<file path="src/include/csd_pkg.sv">
package csd_pkg;

  // ------------------------------------------------------------
  // Register map (byte addresses)
  // ------------------------------------------------------------
  localparam logic [7:0] CTRL_OFS = 8'h00;   // Control and polarity
  localparam logic [7:0] DLY_OFS  = 8'h04;   // Delay cell counts
  localparam logic [7:0] STAT_OFS = 8'h08;   // Live status

  // ------------------------------------------------------------
  // Field positions
  // ------------------------------------------------------------
  localparam int CTRL_SEL_LSB  = 0;   // Warning delay select, 2 bits
  localparam int CTRL_CPOL_BIT = 2;   // Crash request active level
  localparam int CTRL_FPOL_BIT = 3;   // Force reset active level
  localparam int CTRL_UPEN_BIT = 4;   // Rising edge is delayed
  localparam int CTRL_DNEN_BIT = 5;   // Falling edge is delayed
  localparam int CTRL_CSEL_BIT = 6;   // Count clock: 0 hclk, 1 divider
  localparam int CTRL_SWR_BIT  = 7;   // Software reset request, write 1
  localparam int DLY_UP_LSB    = 0;   // Up count, 5 bits
  localparam int DLY_DN_LSB    = 8;   // Down count, 5 bits
  localparam int DLY_DIV_LSB   = 16;  // Divider reload, 8 bits

  // ------------------------------------------------------------
  // Reset values
  // ------------------------------------------------------------
  localparam logic [7:0]  CTRL_RST = 8'h3c;
  localparam logic [23:0] DLY_RST  = 24'h000101;
  localparam logic [23:0] DLY_MASK = 24'hff1f1f;

  // ------------------------------------------------------------
  // Timing
  // ------------------------------------------------------------
  localparam int unsigned CLK_HZ    = 125_000_000;
  localparam int unsigned MS_PER_S  = 1000;
  localparam int unsigned MS_CYCLES = CLK_HZ / MS_PER_S;
  localparam logic [7:0]  WARN_MS_0 = 8'h0a;   // 10 ms
  localparam logic [7:0]  WARN_MS_1 = 8'h32;   // 50 ms
  localparam logic [7:0]  WARN_MS_2 = 8'h64;   // 100 ms
  localparam logic [7:0]  WARN_MS_3 = 8'hc8;   // 200 ms
  localparam logic [4:0]  CNT_MIN   = 5'h01;   // Least delay count

  // Crash unit states
  typedef enum logic [1:0] {CSD_RUN, CSD_WARN, CSD_OFF} csd_state_type;

endpackage

</file>
<file path="src/verilog/csd_top.sv">
// The AHB-Lite slave port and the address map were decided locally.
`timescale 1ns/1ps
`default_nettype none

// Behaviour
// Warning rises at once on any trigger
// After selected ms delay, chip enters reset
// Force input resets chip, skipping delay
// Crash and force polarity are configurable
// Separate up and down delays
// Edge enables, delay setting, clock select
// Delay count 1 to 31 clock periods
// Prescaler counter extends delay range
// One input drives both up and down
// Input reverting restarts count, output kept
module csd_top #(
  parameter int unsigned MS_CYC = csd_pkg::MS_CYCLES   // Cycles per ms
) (
  input  wire logic        hclk,
  input  wire logic        hresetn,
  input  wire logic        hsel,
  input  wire logic [31:0] haddr,
  input  wire logic [1:0]  htrans,
  input  wire logic        hwrite,
  input  wire logic [2:0]  hsize,
  input  wire logic [31:0] hwdata,
  input  wire logic        hready,
  output logic             hreadyout,
  output logic             hresp,
  output logic      [31:0] hrdata,
  input  wire logic        crash_request,
  input  wire logic        force_reset,
  input  wire logic        cs_deassert,
  input  wire logic        over_temp,
  input  wire logic        crash_detect,
  input  wire logic        undervoltage_lockout,
  input  wire logic        delay_in,
  output logic             shutdown_warn,
  output logic             chip_reset,
  output logic             delay_out
);
  import csd_pkg::*;

  localparam logic [16:0] MS_LAST = 17'(MS_CYC - 1);

  // Level is active under the given polarity
  function automatic logic is_active(input logic lvl, input logic pol);
    is_active = (lvl == pol);
  endfunction

  // ------------------------------------------------------------
  // Bus slave
  // ------------------------------------------------------------
  logic [7:0]  ctrl_r, ctrl_nxt;     // Control bits
  logic [23:0] dly_r, dly_nxt;       // Delay cell settings
  logic        swr_r, swr_nxt;       // Software reset pulse
  logic        wr_r, wr_nxt;         // Write data phase pending
  logic [7:0]  wa_r, wa_nxt;         // Write address
  logic [31:0] rd_r, rd_nxt;         // Read data
  logic [31:0] stat_w;               // Status word
  logic        aphase;               // Valid address phase

  assign aphase    = hsel & htrans[1] & hready;
  assign hreadyout = 1'b1;
  assign hresp     = 1'b0;
  assign hrdata    = rd_r;

  // Decode, write in data phase, read captured at address phase
  always_comb
  begin
    ctrl_nxt = ctrl_r;
    dly_nxt  = dly_r;
    swr_nxt  = 1'b0;
    wr_nxt   = aphase & hwrite;
    wa_nxt   = haddr[7:0];
    rd_nxt   = rd_r;
    if (wr_r & (wa_r == CTRL_OFS))
    begin
      ctrl_nxt = {1'b0, hwdata[6:0]};
      swr_nxt  = hwdata[CTRL_SWR_BIT];
    end
    if (wr_r & (wa_r == DLY_OFS))
      dly_nxt = hwdata[23:0] & DLY_MASK;
    if (aphase & ~hwrite)
    begin
      unique case (haddr[7:0])
        CTRL_OFS: rd_nxt = {24'h000000, ctrl_r};
        DLY_OFS:  rd_nxt = {8'h00, dly_r};
        STAT_OFS: rd_nxt = stat_w;
        default:  rd_nxt = 32'h00000000;   // Unmapped reads zero
      endcase
    end
  end

  // Bus state registers
  always_ff @(posedge hclk or negedge hresetn)
  begin
    if (!hresetn)
    begin
      ctrl_r <= CTRL_RST;
      dly_r  <= DLY_RST;
      swr_r  <= 1'b0;
      wr_r   <= 1'b0;
      wa_r   <= 8'h00;
      rd_r   <= 32'h00000000;
    end
    else
    begin
      ctrl_r <= ctrl_nxt;
      dly_r  <= dly_nxt;
      swr_r  <= swr_nxt;
      wr_r   <= wr_nxt;
      wa_r   <= wa_nxt;
      rd_r   <= rd_nxt;
    end
  end

  // ------------------------------------------------------------
  // Crash sequence unit
  // ------------------------------------------------------------
  csd_state_type st_r, st_nxt;        // Unit state
  logic [16:0]   sub_r, sub_nxt;      // Cycles within a ms
  logic [7:0]    ms_r, ms_nxt;        // Elapsed ms
  logic [7:0]    tgt_r, tgt_nxt;      // Latched delay in ms
  logic          crash_act;           // Crash request active
  logic          force_act;           // Force reset active
  logic          trig;                // Any warning cause except force reset
  logic [7:0]    sel_ms;              // Selected delay

  assign crash_act = is_active(crash_request, ctrl_r[CTRL_CPOL_BIT]);
  assign force_act = is_active(force_reset, ctrl_r[CTRL_FPOL_BIT]);
  assign trig      = crash_act | cs_deassert | over_temp | crash_detect
                   | swr_r | undervoltage_lockout;
  // Warning is combinational so it follows the cause in the same cycle
  assign shutdown_warn = trig | force_act | (st_r != CSD_RUN);
  assign chip_reset    = force_act | (st_r == CSD_OFF);

  // Delay select decode
  always_comb
  begin
    unique case (ctrl_r[CTRL_SEL_LSB +: 2])
      2'b00: sel_ms = WARN_MS_0;
      2'b01: sel_ms = WARN_MS_1;
      2'b10: sel_ms = WARN_MS_2;
      2'b11: sel_ms = WARN_MS_3;
    endcase
  end

  // Next state: run, warn for the delay, then held off until reset
  always_comb
  begin
    st_nxt  = st_r;
    sub_nxt = sub_r;
    ms_nxt  = ms_r;
    tgt_nxt = tgt_r;
    unique case (st_r)
      CSD_RUN:
      begin
        sub_nxt = 17'h00000;
        ms_nxt  = 8'h00;
        if (force_act)
          st_nxt = CSD_OFF;
        else if (trig)
        begin
          st_nxt  = CSD_WARN;
          tgt_nxt = sel_ms;
        end
      end
      CSD_WARN:
      begin
        if (force_act)
          st_nxt = CSD_OFF;
        else if (sub_r == MS_LAST)
        begin
          sub_nxt = 17'h00000;
          ms_nxt  = ms_r + 8'h01;
          if (ms_r + 8'h01 == tgt_r)
            st_nxt = CSD_OFF;
        end
        else
          sub_nxt = sub_r + 17'h00001;
      end
      CSD_OFF:
        st_nxt = CSD_OFF;
      default: st_nxt = CSD_OFF;                              // Illegal code fails safe
    endcase
  end

  // Crash unit registers
  always_ff @(posedge hclk or negedge hresetn)
  begin
    if (!hresetn)
    begin
      st_r  <= CSD_RUN;
      sub_r <= 17'h00000;
      ms_r  <= 8'h00;
      tgt_r <= WARN_MS_0;
    end
    else
    begin
      st_r  <= st_nxt;
      sub_r <= sub_nxt;
      ms_r  <= ms_nxt;
      tgt_r <= tgt_nxt;
    end
  end

  // ------------------------------------------------------------
  // Prescaler and delay cell
  // ------------------------------------------------------------
  logic [7:0] div_r, div_nxt;        // Prescaler count
  logic [4:0] cnt_r, cnt_nxt;        // Delay ticks counted
  logic       out_r, out_nxt;        // Delayed output
  logic       pre_tick;              // Prescaler wrap
  logic       tick;                  // Delay count clock
  logic       pend;                  // Input differs from output
  logic       rise;                  // Pending edge is rising
  logic       bypass;                // Edge not delayed
  logic [4:0] tgt_cnt;               // Count for pending edge

  assign pre_tick = (div_r == dly_r[DLY_DIV_LSB +: 8]);
  assign tick     = ctrl_r[CTRL_CSEL_BIT] ? pre_tick : 1'b1;
  assign pend     = (delay_in != out_r);
  assign rise     = delay_in & ~out_r;
  assign bypass   = rise ? ~ctrl_r[CTRL_UPEN_BIT] : ~ctrl_r[CTRL_DNEN_BIT];
  assign delay_out = out_r;

  // Per edge count, zero treated as the least count
  always_comb
  begin
    tgt_cnt = rise ? dly_r[DLY_UP_LSB +: 5] : dly_r[DLY_DN_LSB +: 5];
    if (tgt_cnt < CNT_MIN)
      tgt_cnt = CNT_MIN;
  end

  // Next values of prescaler and delay cell
  always_comb
  begin
    div_nxt = pre_tick ? 8'h00 : div_r + 8'h01;
    cnt_nxt = cnt_r;
    out_nxt = out_r;
    if (chip_reset)
    begin
      cnt_nxt = 5'h00;
      out_nxt = 1'b0;
    end
    else if (!pend)
      cnt_nxt = 5'h00;
    else if (bypass)
    begin
      out_nxt = delay_in;
      cnt_nxt = 5'h00;
    end
    else if (tick)
    begin
      if (cnt_r + 5'h01 >= tgt_cnt)
      begin
        out_nxt = delay_in;
        cnt_nxt = 5'h00;
      end
      else
        cnt_nxt = cnt_r + 5'h01;
    end
  end

  // Delay cell registers
  always_ff @(posedge hclk or negedge hresetn)
  begin
    if (!hresetn)
    begin
      div_r <= 8'h00;
      cnt_r <= 5'h00;
      out_r <= 1'b0;
    end
    else
    begin
      div_r <= div_nxt;
      cnt_r <= cnt_nxt;
      out_r <= out_nxt;
    end
  end

  assign stat_w = {27'h0000000, force_act, crash_act, out_r, chip_reset,
                   shutdown_warn};

  // ------------------------------------------------------------
  // Assertions
  // ------------------------------------------------------------
  logic [31:0] wcyc_r;   // Cycles spent in warning
  always_ff @(posedge hclk or negedge hresetn)
  begin
    if (!hresetn)
      wcyc_r <= 32'h00000000;
    else if (st_r == CSD_WARN)
      wcyc_r <= wcyc_r + 32'h00000001;
  end
endmodule

`default_nettype wire

</file>
<file path="config.mk">
export PLATFORM = sky130hd
export DESIGN_NAME = csd_top
export DESIGN_NICKNAME = d
export VERILOG_FILES = /design/src/include/csd_pkg.sv /design/src/verilog/csd_top.sv
export SDC_FILE = /design/constraint.sdc
export NUM_CORES = 1
export LEC_CHECK = 0
export BUFFER_PORTS_ARGS = -buffer_cell sky130_fd_sc_hd__buf_2
export CORE_MARGIN = 4
export CORE_UTILIZATION = 54
export CTS_CLUSTER_DIAMETER = 100
export DETAILED_ROUTE_END_ITERATION = 7
export PLACE_DENSITY_LB_ADDON = 0.1
export SLEW_MARGIN = 20
export SYNTH_ARGS = -nofsm -noshare
export SYNTH_HDL_FRONTEND = slang
export SYNTH_SLANG_ARGS = --single-unit
</file>
<file path="constraint.sdc">
create_clock -name hclk -period 2.71 [get_ports hclk]
set_input_delay 0.6775 -clock hclk [delete_from_list [all_inputs] [get_ports hclk]]
set_output_delay 0.6775 -clock hclk [all_outputs]
set_load 0.005 [all_outputs]
</file>
==> results of run 1 <==
-- final timing paths --
kind	startpoint	endpoint	slack [ps]	cells past startpoint
min reg2reg	hrdata[5]$_DFFE_PN0P_	hrdata[5]$_DFFE_PN0P_	490	2
min in group hclk	haddr[6]	wa_r[6]$_DFF_PN0_	410	1
max	cs_deassert	shutdown_warn	170	5
min	hresetn	sub_r[5]$_DFFE_PN0P_	280	1
max reg2reg	delay_out$_DFFE_PN0P_	delay_out$_DFFE_PN0P_	180	13
max in group asynchronous	hresetn	dly_r[8]$_DFFE_PN1P_	1730	2
-- cells in the final DEF (no fill, tap or decap), types with 3 or more instances in the layout --
cell type,instances
xor2_1,14
ha_1,14
a21o_1,5
conb_1,14
nand2_1,42
nor4_1,5
nor2b_1,5
or4_1,3
mux2i_1,14
buf_2,63
inv_1,10
inv_6,3
nand4b_1,3
clkbuf_8,9
mux2_2,27
buf_4,22
o21ai_0,33
and2_1,4
and3_1,9
nor3_1,13
a21oi_1,25
dfstp_2,8
nand4_1,9
o211ai_1,3
a22o_1,17
dfrtp_1,94
xnor2_1,18
or3_1,6
or2_2,3
nand3_1,18
nor2_1,27
-- stage by stage --
step | setup TNS, ps | total power [mW] | instances | hold slack [ps] | util, %
2_1_floorplan | 0 | 2.22 | 497 | 382 | -
3_3_place_gp | -21.4 | 2.35 | 684 | 463 | 61.5
3_5_place_dp | -82.0 | 2.39 | 684 | 471 | 61.5
4_1_cts | 0 | 3.46 | 700 | 288 | 63.9
5_1_grt | 0 | 3.62 | 700 | 308 | 63.9
6_report | 0 | 3.43 | 700 | 277 | 63.9
-- critical path, delay by kind of cell --
family	cells	cell delay, ps
AND/OR/NAND/NOR	3	950
buffers and inverters	2	230
-- final cells by class --
class	count	area, µm²	area share (%)
tap	129	161	2.73
clock inverter	5	86.3	1.46
timing repair buffer	86	500	8.47
multi-input combinational	356	2400	40.6
inverter	10	37.5	0.635
sequential	103	2590	43.8
clock buffer	11	131	2.22
-- power by group through the flow --
stage,sequential [mW],clock [mW],combinational (mW)
3_3_place_gp,1.87,0,0.478
6_report,1.85,1.07,0.501
4_1_cts,1.85,1.10,0.508
3_5_place_dp,1.88,0,0.504
5_1_grt,1.88,1.17,0.567
2_1_floorplan,1.84,0,0.377
-- flip-flops by register name, summed over array words and instances, names as in the netlist --
signal	cells
delay_out	1
ctrl_r	7
wr_r	1
sub_r	17
dly_r	18
ms_r	8
div_r	8
tgt_r	7
swr_r	1
cnt_r	5
hrdata	20
st_r	2
wa_r	8
-- metal layers --
metal | vias up | global-route usage, %
met5 | - | 0
met4 | 0 | 7.12
met3 | 18 | 4.53
met2 | 76 | 34.6
met1 | 1912 | 26.2
li1 | 1869 | -
-- repair_timing --
item | 4_1_cts | 5_1_grt
endpoints found under the setup margin | 0 | 2
resized for setup | 0 | 2
setup buffers | 0 | 0
-- cell families (layout without fill, tap and decap cells) --
kind of cell / after synthesis / after routing
xor gates and xnor gates: 32 / 32
and+or+nand+nor: 158 / 158
DFF: 103 / 103
other: 2 / 14
AOI/OAI and AO/OA: 96 / 96
buffers and inverters: 38 / 112
adders and majority gates: 14 / 14
muxes: 42 / 42
==> reports/metrics.yaml, run 1 <==
setup_path:
  slowest_delay_ps: 500
  crit_arrival_ps: 1860
  path_max_fanout: 3
  path_cells: "buf_2, or4_1, nor3_1, nand2_1, buf_2"
  cp.required_ps: 2030
  crit_type: "in -> out"
  cp_slowest_cell: "or4_1"
  cp_common_cell: "buf_2"
  worst_setup_path_start_kind: "input pin"
  worst_setup_path_end_kind: "output pin"
logic_synthesis:
  synth_top_area_cell: "dfrtp_1"
  yosysWarnings: 0
  yosysUniqueCellTypes: 50
  ys_seq_elements: 103
  synth_edf_count: 0
  ys_top_cells_by_area: "dfrtp_1, mux2_2, dfstp_2"
  yosys-top-cells-count: "dfrtp_1, nand2_1, o21ai_0"
  synth.most_common_cell: "dfrtp_1"
  synth_compound_area_share_pct: 11.7
  yosysSeqAreaShare_pct: 50.3
  syn-instance-count: 485
  async_reset_ff_share_pct: 100
  synth_flop_cell: "dfrtp_1"
  synthMuxAreaShare_pct: 8.83
  synth_top_area_share_pct: 46.2
  synth_top_family_by_area: "simple AND/OR/NAND/NOR gates"
  synth_fa_ha_area_share_pct: 3.41
  synth.avg_cell_area_um2: 10.6
  synthesis.area_um2: 5140
  synth-simple-area-share_pct: 16.1
  synth_xor_xnor_area_share_pct: 5.45
floorplanning:
  pin_count: 118
  core_um2: 9240
  start_util_pct: 55.7
  die_w_um: 106
  die_h_um: 106
  dieArea_um2: 11100
  rows: 35
finish:
  design_area_um2: 5910
  area_growth_pct: 14.9
  fin_nets: 661
  drive_gt1_share_pct: 25.4
  antennaDiodeCount: 0
  nFillCells: 775
global_route:
  antenna_found_initial: 0
  grt_pass1_wl_mm: 18.2
  grt.overflow.total: 0
  grt_max_degree: 49
  gr-usage-all-layers_pct: 20.5
  grt_pass1_vias: 3747
power:
  power_switching_mw: 0.940
  clock_power_share_pct: 31.2
  leakage_nw: 2.75
  ir_drop_mv: 0.551
  sequentialPowerShare_pct: 54.1
  power.internal_mw: 2.49
  swShare_pct: 27.4
  power.density_nw_per_um2: 580
  combPwrFrac_pct: 14.6
sta:
  tightestPinTransition_ps: 741
  finClkSkew_ps: 19.2
  rsz0062_at_grt: "no"
  min_period_ps: 2540
  max-slew-margin-rel_pct: 50.1
  setup_viol: 0
  fmax_ghz: 0.394
  finalCritPeriodShare_pct: 93.6
  maxSlewViolCount: 0
  final-hold-violation-count: 0
  fin_ws_ps: 174
clock_tree:
  clk_latency_ps: 380
  htreeDepth: 3
  cts.path.max_buffers: 2
  cts_tree: "built"
  clock_sinks: 103
  cts.clk_slew.worst_paths_ps: 100
  clockRootBuffer: "clkbuf_8"
  cts_buffers: 9
  postCtsHoldBufs: 0
route:
  dr_wl_met2_mm: 5.52
  routed.top_layer: "met4"
  drc: 0
  firstDrtPassIters: 4
  drt-met1-wl_mm: 4.75
  via_count: 3875
  drt-initial-drc-count: 115
  drt-vias-per-instance: 5.54
  ant_nets: 0
  wirelength_mm: 10.9
  wl_per_cell_um: 15.6
  wl_met3_um: 435
place:
  hpwl_mm: 8.04
  gp_congestion: 0.857
  dpl_cell_area_um2: 5680
  dp_worst_setup_slack_ps: -82.0
  port_buffers: 64
job:
  drv_cap: 0
worst_hold_path:
  worstHoldPathType: "in -> async"
outcome:
  status: "finished, final reports clean"
Note: power is estimated with default switching activity, not from simulation.
==> run 2, diff against run 1 <==
==> constraint.sdc (replaced) <==
create_clock -name hclk -period 2.4 [get_ports hclk]
set_input_delay 0.6 -clock hclk [delete_from_list [all_inputs] [get_ports hclk]]
set_output_delay 0.6 -clock hclk [all_outputs]
set_load 0.005 [all_outputs]
==> reports/metrics.yaml, run 2 (synthesized netlist as in run 1, its figures left out) <==
sta:
  final-hold-violation-count: 0  # unchanged
  timing.hold.ws_ps: 134  # -143 ps
  maxSlewViolCount: 0  # unchanged
  rsz0062_at_grt: "yes"
  fmax_ghz: 0.436
  finalCritPeriodShare_pct: 95.5
  setup_viol: 0  # unchanged
  finClkSkew_ps: 10.4  # -8.84 ps
  min_period_ps: 2290
  fin_ws_ps: 107  # -66.8 ps
  max-slew-margin-rel_pct: 52.3  # +2.3 points
  tightestPinTransition_ps: 709  # -32.8 ps
route:
  ant_nets: 0  # unchanged
  drt-initial-drc-count: 105  # -8.7%
  firstDrtPassIters: 4  # unchanged
  via_count: 3882  # +0.18%
  wl_per_cell_um: 15.5  # -0.36%
  drc: 0  # unchanged
  drt-vias-per-instance: 5.43  # -1.9%
  wirelength_mm: 11.1  # +1.8%
place:
  port_buffers: 64  # unchanged
  dp_worst_setup_slack_ps: -274  # -192 ps
  gp_congestion: 0.857  # about the same
  dpl_cell_area_um2: 5800  # +2.1%
  hpwl_mm: 8.43  # +4.8%
clock_tree:
  postCtsHoldBufs: 0  # unchanged
  cts_tree: "built"
  clock_sinks: 103  # unchanged
  cts_buffers: 9  # unchanged
  cts.path.max_buffers: 2  # unchanged
  clockRootBuffer: "clkbuf_8"
  htreeDepth: 3  # unchanged
  cts.clk_slew.worst_paths_ps: 100  # about the same
  clk_latency_ps: 360  # -20 ps
setup_path:
  path_depth: 4  # -1
  cp_slowest_cell: "dfstp_2"
  rr_startpoint: "sub_r[10]$_DFFE_PN0P_"
  setup.worst_path.end: "chip_reset"
  crit_family: "flip-flops"
  startpoint: "ctrl_r[3]$_DFFE_PN1P_"
  worst_setup_path_end_kind: "output pin"
  path_max_fanout: 5  # +2
  crit_buf_inv: 2  # unchanged
  crit_arrival_ps: 1690  # -170 ps
  r2r-end: "st_r[0]$_DFFE_PN0P_"
  crit_type: "reg -> out"
  r2r_slack_ps: 140  # -40 ps
  worst_setup_path_start_kind: "flip-flop"
  r2r_cells: 4  # -9
  cp.required_ps: 1800  # -230 ps
  path_cells: "xnor2_1, a21oi_1, inv_1, buf_2"
  slowest_delay_ps: 560  # +60 ps
outcome:
  status: "finished, final reports clean"
power:
  leakage_nw: 2.81  # +2.4%
  power_mw: 3.68  # +7.5%
  power.density_nw_per_um2: 612  # +5.6%
  ir_drop_mv: 0.478  # -13%
global_route:
  grt_pass1_vias: 3907  # +4.3%
  antenna_found_initial: 0  # unchanged
  gr-usage-all-layers_pct: 20.8  # +0.32 points
  grt_max_degree: 42  # -14%
  grt_pass1_wl_mm: 18.9  # +3.7%
  grt.overflow.total: 0  # unchanged
floorplanning:
  pin_count: 118  # unchanged
  dieArea_um2: 11100  # unchanged
  die_h_um: 106  # unchanged
  die_w_um: 106  # unchanged
  start_util_pct: 55.7  # unchanged
  core_um2: 9240  # unchanged
  rows: 35  # unchanged
finish:
  fin_nets: 676  # +2.3%
  antennaDiodeCount: 0  # unchanged
  nFillCells: 781  # +0.77%
  finish.utilization_pct: 65.0  # +1.1 points
  drive_gt1_share_pct: 28.2  # +2.8 points
  design_area_um2: 6010  # +1.7%
  final_cell_mix: "dfrtp_1, buf_2, nand2_1"
  final_common_cell: "dfrtp_1"
  largest_reg_flops: 20  # unchanged
  area_growth_pct: 16.9
job:
  drv_cap: 0  # unchanged
worst_hold_path:
  worstHoldPathType: "in -> async"
==> run 2: cell types whose count changed in the layout (fill, tap and decap cells not counted), sizes merged <==
cell    previous run  this run
bufinv             2         0
clkinv             0         2
buf               86       101
==> run 2: worst min path at each step <==
stage                          from                    end  slack [ps]
5_1_grt                     hresetn  dly_r[18]$_DFFE_PN0P_         130
4_1_cts                     hresetn      wa_r[2]$_DFF_PN0_         130
3_3_place_gp   tgt_r[3]$_DFFE_PN1P_   tgt_r[3]$_DFFE_PN1P_         460
6_report                    hresetn      wa_r[2]$_DFF_PN0_         130
2_1_floorplan               hresetn   cnt_r[0]$_DFFE_PN0P_         300
3_5_place_dp   tgt_r[3]$_DFFE_PN1P_   tgt_r[3]$_DFFE_PN1P_         470
==> run 2: repair_timing <==
item	4_1_cts	5_1_grt
pin swaps	0	1
buffers inserted	0	0
endpoints found under the setup margin	3	8
hold endpoints to repair	0	0
resized for setup	2	4
cloned	0	0
==> run 2: final cells by class <==
| class | count | area, µm² | area share (%) |
|---|---|---|---|
| Multi-Input combinational cell | 356 | 2430 | 40.5 |
| Inverter | 10 | 37.5 | 0.625 |
| Tap cell | 129 | 161 | 2.69 |
| Clock inverter | 5 | 36.3 | 0.604 |
| Sequential cell | 103 | 2590 | 43.1 |
| Clock buffer | 11 | 141 | 2.35 |
| Timing Repair Buffer | 101 | 613 | 10.2 |
==> run 2: metrics by stage <==
stage	std cells	TNS [ps]
global placement	699	-1240
floorplan	497	0
CTS	715	0
detailed placement	699	-1550
finish	715	0
global route	715	-64.0
==> run 2: per-layer routing <==
| layer | global-route usage [%] | wire length, µm | share of wire [%] |
|---|---|---|---|
| met4 | 5.74 | 146 | 1.3 |
| met5 | 0 | 0 | 0 |
| met3 | 5.02 | 474 | 4.3 |
| met1 | 26.5 | 4860 | 44 |
| met2 | 35.7 | 5610 | 51 |
==> run 2: worst register-to-register path, cell delays in order, from the launching register on <==
cell and delay [ps]:
dfrtp_1 420, or4_1 580, nor4_4 430, a31oi_1 180, or4_1 540
==> run 2: where the power goes <==
group | total (mW) | leakage, nW | switching (mW) | internal, mW
Sequential | 2.09 | 1.31 | 0.180 | 1.91
Clock | 1.01 | 0.0945 | 0.593 | 0.415
Combinational | 0.581 | 1.41 | 0.280 | 0.301
